<file path="src/hw/status_cfg.svh">
`ifndef STATUS_CFG_SVH
`define STATUS_CFG_SVH

`define STAT_ADDR_LO      8'h03
`define STAT_ADDR_HI      8'h83
`define BANK_SPAN         9'd128

`define BIT_IND_BANK      7
`define BIT_DIR_UPPER     6
`define BIT_DIR_LOWER     5
`define BIT_WDT_EXP       4
`define BIT_PWR_DOWN      3
`define BIT_ZERO          2
`define BIT_NIBBLE        1
`define BIT_CARRY         0

`define RST_DIR_LOWER     1'b0
`define RST_WDT_EXP       1'b1
`define RST_PWR_DOWN      1'b1

`endif

</file>
<file path="src/hw/status_pkg.sv">
package status_pkg;

  typedef enum logic [3:0] {
    OP_NONE,
    OP_ADD,
    OP_SUB,
    OP_AND,
    OP_OR,
    OP_XOR,
    OP_ZERO_RESULT,
    OP_ROT_LEFT,
    OP_ROT_RIGHT,
    OP_PASS
  } alu_op_t;

  typedef struct packed {
    logic z;
    logic dc;
    logic c;
  } alu_flags_t;

  typedef struct packed {
    logic       z_upd;
    logic       dc_upd;
    logic       c_upd;
    alu_flags_t flags;
  } flag_update_t;

  typedef struct packed {
    logic       ind_bank;
    logic       dir_upper;
    logic       dir_lower;
    logic       wdt_exp;
    logic       pwr_down;
    alu_flags_t arith;
  } status_t;

endpackage : status_pkg

</file>
<file path="src/hw/status_alu.sv">
`timescale 1ns/1ns
`default_nettype none
`include "status_cfg.svh"

module status_alu
  import status_pkg::*;
(
  input  wire alu_op_t      op,
  input  wire logic [7:0]   a,
  input  wire logic [7:0]   b,
  input  wire logic         c_in,
  output logic [7:0]        result,
  output flag_update_t      upd
);

  logic [8:0] sum;
  logic [4:0] low;
  logic [7:0] b_eff;
  logic       cin_eff;

  always_comb begin
    result  = 8'h00;
    upd     = '0;
    // subtraction is add of the complement plus one
    b_eff   = (op == OP_SUB) ? ~b : b;
    cin_eff = (op == OP_SUB);
    sum     = {1'b0, a} + {1'b0, b_eff} + {8'h00, cin_eff};
    low     = {1'b0, a[3:0]} + {1'b0, b_eff[3:0]} + {4'h0, cin_eff};
    case (op)
      OP_ADD, OP_SUB: begin
        result          = sum[7:0];
        upd.z_upd       = 1'b1;
        upd.dc_upd      = 1'b1;
        upd.c_upd       = 1'b1;
        upd.flags.dc    = low[4];
        upd.flags.c     = sum[8];
      end
      OP_AND: begin
        result    = a & b;
        upd.z_upd = 1'b1;
      end
      OP_OR: begin
        result    = a | b;
        upd.z_upd = 1'b1;
      end
      OP_XOR: begin
        result    = a ^ b;
        upd.z_upd = 1'b1;
      end
      OP_ZERO_RESULT: begin
        result    = 8'h00;
        upd.z_upd = 1'b1;
      end
      OP_ROT_LEFT: begin
        result      = {a[6:0], c_in};
        upd.c_upd   = 1'b1;
        upd.flags.c = a[7];
      end
      OP_ROT_RIGHT: begin
        result      = {c_in, a[7:1]};
        upd.c_upd   = 1'b1;
        upd.flags.c = a[0];
      end
      OP_PASS: begin
        result = a;
      end
      default: begin
        result = 8'h00;
      end
    endcase
    upd.flags.z = (result == 8'h00);
  end

endmodule : status_alu
`default_nettype wire

</file>
<file path="src/hw/status_reg.sv">
// How it works
// - The status byte is a legal destination of any instruction, written like any data register.
// - When the instruction updates zero, nibble carry or carry, the written data for all three of those bits is dropped.
// - Data writes never change the watchdog expiry or power-down flags.
// - Zeroing the status byte clears bits 7:5 and sets zero, keeping the other flags.
// - In subtraction carry and nibble carry are inverted borrow outs.
// - The byte is mapped at data address 03h and mirrored at 83h.
// - The lower bank bit picks bank 0 (00h-7Fh) or bank 1 (80h-FFh), 128 bytes each.
// - Watchdog expiry flag sets on power-up, watchdog kick and sleep, clears on a time-out.
// - Power-down flag sets on power-up or watchdog kick, clears on sleep.
// - Zero flag follows whether the result is zero, for ops that affect it.
// - Nibble carry is the carry from bit 3 into bit 4 on add and subtract.
// - Carry is the carry out of bit 7 on add and subtract.
// - Subtraction adds the two's complement, so carry is 1 when no borrow happened.
// - Rotates load carry with the bit shifted out.
`timescale 1ns/1ns
`default_nettype none
`include "status_cfg.svh"

module status_reg
  import status_pkg::*;
(
  input  wire logic        CLK,
  input  wire logic        RSTN,
  input  wire logic        EXEC,
  input  wire alu_op_t     ALU_OP,
  input  wire logic [7:0]  OPERAND_A,
  input  wire logic [7:0]  OPERAND_B,
  input  wire logic        DEST_WRITE,
  input  wire logic [6:0]  DEST_OFFSET,
  input  wire logic        WATCHDOG_KICK_OP,
  input  wire logic        SLEEP_OP,
  input  wire logic        WATCHDOG_TIMEOUT,
  input  wire logic [7:0]  RD_OFFSET,
  output logic [7:0]       RESULT,
  output logic [8:0]       DEST_ADDR,
  output logic             DEST_IS_STATUS,
  output logic [7:0]       RD_DATA,
  output logic [7:0]       STATUS_OUT,
  output logic             DIRECT_BANK_LOWER
);

  status_t      stat_r;
  status_t      stat_nxt;
  logic [7:0]   rd_data_r;
  logic [7:0]   rd_data_nxt;
  logic [7:0]   alu_result;
  flag_update_t upd;
  logic         wr_status;
  logic [7:0]   wdata;

  // decodes either mirror of the status location
  function automatic logic is_status(input logic [7:0] addr);
    is_status = (addr == `STAT_ADDR_LO) || (addr == `STAT_ADDR_HI);
  endfunction : is_status

  status_alu u_alu (
    .op     (ALU_OP),
    .a      (OPERAND_A),
    .b      (OPERAND_B),
    .c_in   (stat_r.arith.c),
    .result (alu_result),
    .upd    (upd)
  );

  // bank bit selects 128-byte half; bits 7:6 are not decoded
  assign DEST_ADDR         = {1'b0, stat_r.dir_lower, DEST_OFFSET};
  assign DEST_IS_STATUS    = is_status(DEST_ADDR[7:0]);
  assign wr_status         = EXEC && DEST_WRITE && DEST_IS_STATUS;
  assign wdata             = alu_result;
  assign RESULT            = alu_result;
  assign STATUS_OUT        = stat_r;
  assign DIRECT_BANK_LOWER = stat_r.dir_lower;
  assign RD_DATA           = rd_data_r;

  always_comb begin
    stat_nxt = stat_r;
    if (wr_status) begin
      stat_nxt.ind_bank  = wdata[`BIT_IND_BANK];
      stat_nxt.dir_upper = wdata[`BIT_DIR_UPPER];
      stat_nxt.dir_lower = wdata[`BIT_DIR_LOWER];
      // expiry and power-down stay as they are on data writes
      // any flag update blocks the data for all three arithmetic bits
      if (!(upd.z_upd || upd.dc_upd || upd.c_upd)) begin
        stat_nxt.arith.z  = wdata[`BIT_ZERO];
        stat_nxt.arith.dc = wdata[`BIT_NIBBLE];
        stat_nxt.arith.c  = wdata[`BIT_CARRY];
      end
    end
    // alu flags applied after the data write so they win
    if (EXEC) begin
      if (upd.z_upd)
        stat_nxt.arith.z = upd.flags.z;
      if (upd.dc_upd)
        stat_nxt.arith.dc = upd.flags.dc;
      if (upd.c_upd)
        stat_nxt.arith.c = upd.flags.c;
    end
    // a time-out in the same cycle as a kick or sleep wins: the event is not lost
    if (EXEC && (WATCHDOG_KICK_OP || SLEEP_OP))
      stat_nxt.wdt_exp = 1'b1;
    if (WATCHDOG_TIMEOUT)
      stat_nxt.wdt_exp = 1'b0;
    if (EXEC && WATCHDOG_KICK_OP)
      stat_nxt.pwr_down = 1'b1;
    else if (EXEC && SLEEP_OP)
      stat_nxt.pwr_down = 1'b0;
  end

  // registered read port, mirrors decode the same byte
  always_comb begin
    rd_data_nxt = 8'h00;
    if (is_status(RD_OFFSET))
      rd_data_nxt = stat_nxt;
  end

  always_ff @(posedge CLK or negedge RSTN) begin
    if (!RSTN) begin
      stat_r           <= '0;
      stat_r.dir_lower <= `RST_DIR_LOWER;
      stat_r.wdt_exp   <= `RST_WDT_EXP;
      stat_r.pwr_down  <= `RST_PWR_DOWN;
      rd_data_r        <= 8'h00;
    end else begin
      stat_r    <= stat_nxt;
      rd_data_r <= rd_data_nxt;
    end
  end

endmodule : status_reg
`default_nettype wire

</file>
<file path="config.mk">
export PLATFORM = sky130hd
export DESIGN_NAME = status_reg
export DESIGN_NICKNAME = d
export VERILOG_FILES = /design/src/hw/status_pkg.sv /design/src/hw/status_alu.sv /design/src/hw/status_reg.sv
export VERILOG_INCLUDE_DIRS = /design/src /design/src/hw
export SDC_FILE = /design/constraint.sdc
export NUM_CORES = 1
export LEC_CHECK = 0
export ABC_AREA = 1
export BUFFER_PORTS_ARGS = -buffer_cell sky130_fd_sc_hd__buf_2
export CELL_PAD_IN_SITES_DETAIL_PLACEMENT = 2
export CELL_PAD_IN_SITES_GLOBAL_PLACEMENT = 2
export CORE_ASPECT_RATIO = 0.8
export CORE_MARGIN = 3
export CORE_UTILIZATION = 27
export DETAILED_ROUTE_END_ITERATION = 6
export PLACE_DENSITY = 0.86
export SETUP_SLACK_MARGIN = 0.05
export SYNTH_ARGS = -nofsm -noshare
export SYNTH_HDL_FRONTEND = slang
export SYNTH_SLANG_ARGS = --single-unit
</file>
<file path="constraint.sdc">
create_clock -name CLK -period 6.05 [get_ports CLK]
set_clock_uncertainty 0.2 [all_clocks]
set_input_delay 0.9075 -clock CLK [delete_from_list [all_inputs] [get_ports CLK]]
set_output_delay 0.9075 -clock CLK [all_outputs]
set_load 0.05 [all_outputs]
</file>
==> impl_metrics.env, run 1 <==
export IMPL_routed_wl_met3_um=236
export IMPL_grt_pass1_wl_um=12600
export IMPL_instances_no_fill=486
export IMPL_required_ps=4940
export IMPL_place_area_um2=2460
export IMPL_synth_top_family_by_area="simple AND/OR/NAND/NOR gates"
export IMPL_synth_nets=387
export IMPL_synth_cell_type_count=35
export IMPL_arrival_ps=3030
export IMPL_ctsResizeCount=0
export IMPL_dpl_hpwl_um=6620
export IMPL_multi_input_area_um2=1340
export IMPL_crit_type="in2out"
export IMPL_overflow=0
export IMPL_hold_violations=0
export IMPL_synth_compound_area_share_pct=9.99
export IMPL_clock_latency_ps=250
export IMPL_yosys_area_top_type_share_pct=16.9
export IMPL_fmax_mhz=242
export IMPL_firstDrtPassIters=4
export IMPL_rsz0062_at_grt="no"
export IMPL_finalWorstPathRequiredPeriod_ps=4140
export IMPL_tightest_slew_ps=772
export IMPL_irDropWorstVdd_uv=77.6
export IMPL_die_w_um=104
export IMPL_ys_top_cells_by_area="dfrtp_1, nand2_1, ha_1"
export IMPL_top_layer="met4"
export IMPL_layout_nets=453
export IMPL_tns_ps=0
export IMPL_start_util_pct=28.9
export IMPL_fin_area_um2=2520
export IMPL_cts_clk_slew_worst_paths_ps=60
export IMPL_num_io_pins=77
export IMPL_wl_um=7650
export IMPL_cts_hold_buf=0
export IMPL_grt_max_degree=17
export IMPL_h_tree_depth=1
export IMPL_die_area_um2=8750
export IMPL_status="finished clean"
export IMPL_grtUsageTotal_pct=17.5
export IMPL_dp_slack_ps=1910
export IMPL_p_per_area_nw_per_um2=175
export IMPL_clk_path_buf_depth=2
export IMPL_maxSlewViolCount=0
export IMPL_cts_tree="built"
export IMPL_cts_setup_buffers=0
export IMPL_hold_class="reg2reg"
export IMPL_clock_sinks=16
export IMPL_syn_inst=320
export IMPL_p_leak_nw=1.54
export IMPL_syn2layout_area_growth_pct=21.9
export IMPL_synth_seq_area_share_pct=19.5
export IMPL_synth_area_leader_cell="dfrtp_1"
export IMPL_antenna_found_initial=0
export IMPL_regArea_um2=403
export IMPL_synth_seq_cells=16
export IMPL_synth_adder_area_share_pct=15.5
export IMPL_vias=2279
export IMPL_drive_gt1_share_pct=25.2
export IMPL_setup_violations=0
export IMPL_syn_avg_cell_area_um2=6.46
export IMPL_slew_headroom_pct=48.4
export IMPL_met2_length_um=3850
export IMPL_setup_ws_ps=1910
export IMPL_ys_warn_count=0
export IMPL_numCtsBuffers=3
export IMPL_cp_max_fo=8
export IMPL_core_um2=7160
export IMPL_power_total_mw=0.440
export IMPL_grt_pass1_vias=2500
export IMPL_drtIter0Drc=102
export IMPL_yosys_area_share_simple_pct=36.0
export IMPL_synth_area_mux_share_pct=0
export IMPL_die_h_um=84.3
export IMPL_fillers=943
export IMPL_crit_path_start_kind="input pin"
export IMPL_wl_per_cell_um=15.7
export IMPL_row_count=27
export IMPL_met1_length_um=3520
export IMPL_cts_root_buf="clkbuf_8"
export IMPL_maxCapViolCount=0
export IMPL_end_kind="primary output"
export IMPL_period_share_pct=68.4
export IMPL_synth_xor_area_share_pct=3.39
export IMPL_antenna_cells=0
export IMPL_vias_per_cell=4.69
export IMPL_syn_area_um2=2070
export IMPL_io_buffer_count=74
export IMPL_dp_cells=482
export IMPL_drc=0
export IMPL_ant_nets=0
export IMPL_gp_congestion=0.771
## sequential cells by signal, indices dropped and copies added (netlist names)
signal and count:
DIRECT_BANK_LOWER 1, STATUS_OUT 7, RD_DATA 8
## cells by family (layout without fill, tap and decap cells)
family,after synthesis,after routing
other,1,1
adder cells (fa/ha/maj),25,25
buffers and inverters,72,137
flip-flops,16,16
AND/OR/NAND/NOR,165,165
XOR/XNOR,8,8
AO/OA/AOI/OAI,33,33
## synthesized netlist by cell type
| master | instances |
|---|---|
| a31oi_1 | 1 |
| dfrtp_1 | 14 |
| a221oi_1 | 1 |
| xnor2_1 | 1 |
| buf_6 | 1 |
| o211ai_1 | 1 |
| buf_2 | 1 |
| nor2_4 | 3 |
| o211ai_2 | 1 |
| or2_2 | 2 |
| nand4_1 | 4 |
| nor3_1 | 6 |
| o21bai_1 | 1 |
| a211oi_1 | 2 |
| dfstp_2 | 2 |
| inv_1 | 58 |
| xor2_1 | 7 |
| inv_2 | 1 |
| nand2_8 | 1 |
| nand2_1 | 86 |
| o21ai_1 | 1 |
| fa_1 | 1 |
| ha_1 | 24 |
| nor2_1 | 24 |
| a21oi_4 | 1 |
| a21oi_1 | 9 |
| nand3b_1 | 2 |
| nand3_1 | 30 |
| o21ai_0 | 11 |
| conb_1 | 1 |
| nand2_2 | 4 |
| o22ai_1 | 3 |
| buf_4 | 11 |
| a31o_2 | 1 |
| nor2_2 | 3 |
## path summary, 6_finish.rpt
check	slack, ps	startpoint	to	cells after the start
max reg2reg	4350	STATUS_OUT[0]	RD_DATA[2]	11
max in group asynchronous	4980	RSTN	STATUS_OUT[4]	1
min reg2reg	320	STATUS_OUT[7]	STATUS_OUT[7]	2
max	1910	ALU_OP[2]	RESULT[7]	16
min	320	STATUS_OUT[7]	STATUS_OUT[7]	2
min in group asynchronous	360	RSTN	RD_DATA[1]	1
## cells in the final DEF, fill, tap and decap left out, drive strengths merged
| cell | n |
|---|---|
| nand2 | 91 |
| buf | 74 |
| inv | 59 |
| nand3 | 30 |
| nor2 | 30 |
| ha | 24 |
| dfrtp | 14 |
| o21ai | 12 |
| a21oi | 10 |
| xor2 | 7 |
| nor3 | 6 |
| nand4 | 4 |
| clkbuf | 4 |
| o22ai | 3 |
| dfstp | 2 |
| nand3b | 2 |
| or2 | 2 |
| a211oi | 2 |
| o211ai | 2 |
| o21bai | 1 |
| xnor2 | 1 |
| a31oi | 1 |
| a221oi | 1 |
| a31o | 1 |
| fa | 1 |
| conb | 1 |
## routing by layer
| layer | up-vias | GRT usage, % |
|---|---|---|
| li1 | 1129 | - |
| met1 | 1104 | 22.9 |
| met2 | 42 | 31.9 |
| met3 | 4 | 1.61 |
| met4 | 0 | 2.90 |
| met5 | - | 0 |
## metrics by stage
stage	utilization, %	hold slack [ps]
6_report	35.2	320
5_1_grt	35.2	368
4_1_cts	35.2	327
3_5_place_dp	34.4	309
3_3_place_gp	34.4	283
2_1_floorplan	-	409
## power breakdown
group          leakage [nW]  switching (mW)  internal (mW)
clock network        0.0288          0.0355         0.0577
logic                  1.30           0.164         0.0604
registers             0.212         0.00692          0.116
total                  1.54           0.206          0.234
## critical path: stages
cell	delay (ps)
buf_2	140
nor2_4	270
nand2_8	130
xor2_1	260
inv_1	80
ha_1	270
nand2_1	90
inv_1	50
nand2_1	80
nand2_1	70
nand2_1	80
nand2_1	50
nand2_1	60
nand3_1	80
nand2_1	120
buf_2	270
## area by class of cell
type,instances,share of cell area [%]
flip-flops and latches,16,16.0
clock buffers,4,2.18
inverters,59,8.79
well taps,101,5.01
repair buffers,74,14.7
multi-input cells,232,53.3
Note: power is estimated with default switching activity, not from simulation.
==> run 2: changes to the inputs <==
--- a/config.mk
+++ b/config.mk
@@ -12,9 +12,9 @@
 export CELL_PAD_IN_SITES_GLOBAL_PLACEMENT = 2
 export CORE_ASPECT_RATIO = 0.8
 export CORE_MARGIN = 3
-export CORE_UTILIZATION = 27
+export CORE_UTILIZATION = 23
 export DETAILED_ROUTE_END_ITERATION = 6
-export PLACE_DENSITY = 0.86
+export PLACE_DENSITY = 0.78
 export SETUP_SLACK_MARGIN = 0.05
 export SYNTH_ARGS = -nofsm -noshare
 export SYNTH_HDL_FRONTEND = slang
==> constraint.sdc (replaced) <==
create_clock -name CLK -period 3.4 [get_ports CLK]
set_clock_uncertainty 0.2 [all_clocks]
set_input_delay 0.51 -clock CLK [delete_from_list [all_inputs] [get_ports CLK]]
set_output_delay 0.51 -clock CLK [all_outputs]
set_load 0.05 [all_outputs]
==> run 2 against run 1 <==
Wire length increased by 1.3%. Global-route usage shrank 2.4 points. Non-clock buffer count increased by 8. Cell area is 5.5% higher. Sequential share of layout area is 0.83 points lower.
==> impl_metrics.env, run 2 (synthesized netlist as in run 1, its figures left out) <==
export IMPL_status="finished clean"
export IMPL_start_util_pct=24.0
export IMPL_cts_tree="built"
export IMPL_period_share_pct=93.7
export IMPL_vias_per_cell=4.48
export IMPL_die_w_um=112
export IMPL_dpl_hpwl_um=6530
export IMPL_finalWorstPathRequiredPeriod_ps=3180
export IMPL_core_um2=8600
export IMPL_multi_input_area_um2=1390
export IMPL_power_switching_mw=0.371
export IMPL_r2r_cells=11
export IMPL_hold_class="in2reg"
export IMPL_hold_path_startpoint="WATCHDOG_TIMEOUT"
export IMPL_antenna_found_initial=0
export IMPL_clock_sinks=16
export IMPL_gp_congestion=0.793
export IMPL_crit_path_start_kind="input pin"
export IMPL_cts_root_buf="clkbuf_8"
export IMPL_largest_register_ffs=8
export IMPL_wl_per_cell_um=15.4
export IMPL_maxSlewViolCount=0
export IMPL_arrival_ps=2470
export IMPL_irDropWorstVdd_uv=201
export IMPL_wl_um=7750
export IMPL_fin_area_um2=2660
export IMPL_cts_clk_slew_worst_paths_ps=60
export IMPL_antenna_cells=0
export IMPL_final_common_cell="nand2_1"
export IMPL_rr_startpoint="STATUS_OUT[0]"
export IMPL_drc=0
export IMPL_syn2layout_area_growth_pct=28.6
export IMPL_maxCapViolCount=0
export IMPL_fillers=1064
export IMPL_instances_no_fill=505
export IMPL_p_per_area_nw_per_um2=303
export IMPL_combPwrFrac_pct=52.3
export IMPL_numCtsBuffers=3
export IMPL_clkPwrFrac_pct=20.8
export IMPL_seqPwrFrac_pct=26.9
export IMPL_place_area_um2=2520
export IMPL_die_area_um2=10200
export IMPL_firstDrtPassIters=4
export IMPL_regArea_um2=403
export IMPL_mostFrequentLayoutCells="nand2_1, buf_2, inv_1"
export IMPL_required_ps=2690
export IMPL_grtUsageTotal_pct=15.1
export IMPL_drtIter0Drc=33
export IMPL_num_io_pins=77
export IMPL_die_h_um=90.8
export IMPL_vias=2261
export IMPL_p_sw_share_pct=46.2
export IMPL_internal_power_mw=0.433
export IMPL_cp_max_fo=8
export IMPL_drive_gt1_share_pct=28.2
export IMPL_ant_nets=0
export IMPL_min_to="STATUS_OUT[4]"
export IMPL_p_leak_nw=1.59
export IMPL_h_tree_depth=1
export IMPL_fmax_mhz=314
export IMPL_grt_pass1_wl_um=12600
export IMPL_reg2reg_slack_ps=1750
export IMPL_clock_latency_ps=250
export IMPL_dp_cells=499
export IMPL_rsz0062_at_grt="yes"
export IMPL_end_kind="primary output"
export IMPL_crit_type="in2out"
export IMPL_setup_violations=0
export IMPL_min_path_cells=3
export IMPL_reg2reg_to="RD_DATA[2]"
export IMPL_grt_pass1_vias=2468
export IMPL_io_buffer_count=74
export IMPL_layout_nets=461
export IMPL_hold_violations=0
export IMPL_clk_path_buf_depth=2
export IMPL_tns_ps=0
export IMPL_row_count=30
export IMPL_overflow=0
export IMPL_grt_max_degree=17
run 2: critical path, cell delays in order:
cell and delay [ps]:
buf_2 140, nor2_4 220, nand2_8 130, xor2_2 180, fa_1 450, inv_1 110
nand2_1 90, nand2_1 120, nand2_1 70, nand3_1 70, nand3b_1 180, buf_6 210
run 2: power by group through the flow:
| stage | logic [mW] | clock network, mW | registers, mW |
|---|---|---|---|
| CTS | 0.410 | 0.174 | 0.216 |
| floorplan | 0.252 | 0 | 0.254 |
| finish | 0.420 | 0.167 | 0.217 |
| global route | 0.464 | 0.183 | 0.218 |
| detailed placement | 0.407 | 0 | 0.219 |
| global placement | 0.391 | 0 | 0.220 |
run 2: cell type report:
type                            instances  share of cell area (%)
Clock buffer                            4                    2.07
Inverter                               59                    8.33
Multi-Input combinational cell        232                    52.2
Sequential cell                        16                    15.2
Tap cell                              112                    5.27
Timing Repair Buffer                   82                    16.9
run 2: how the worst max path moves through the flow:
stage	from	end	slack (ps)	cells past startpoint
4_1_cts	ALU_OP[2]	RESULT[7]	80	12
2_1_floorplan	ALU_OP[2]	RD_DATA[2]	510	16
6_report	ALU_OP[2]	RESULT[4]	220	12
5_1_grt	ALU_OP[1]	RESULT[5]	30	16
3_5_place_dp	ALU_OP[2]	RESULT[7]	80	12
3_3_place_gp	ALU_OP[2]	RESULT[4]	160	11
run 2: per-layer routing:
metal	track usage [%]	wire, µm	vias up
li1	-	-	1141
met1	20.1	3570	1080
met2	27.5	3880	38
met3	0.938	283	2
met4	1.50	21	0
met5	0	0	-
run 2: timing repair:
| action | in CTS | in global routing |
|---|---|---|
| hold buffers | 1 | 0 |
| buffers inserted | 0 | 1 |
| gates resized for setup | 0 | 16 |
| setup endpoints to repair | 0 | 4 |
| endpoints found under the hold margin | 14 | 0 |
run 2: stage by stage:
stage                     utilization (%)  total power [mW]  hold slack, ps  worst slack [ps]
final                                30.9             0.804             277               215
after global routing                 30.9             0.866             287              28.1
after CTS                            30.1             0.800             269              76.5
after detailed placement             29.4             0.626             251              81.4
after global placement               29.4             0.611             239               164
after floorplan                         -             0.506            14.4               511
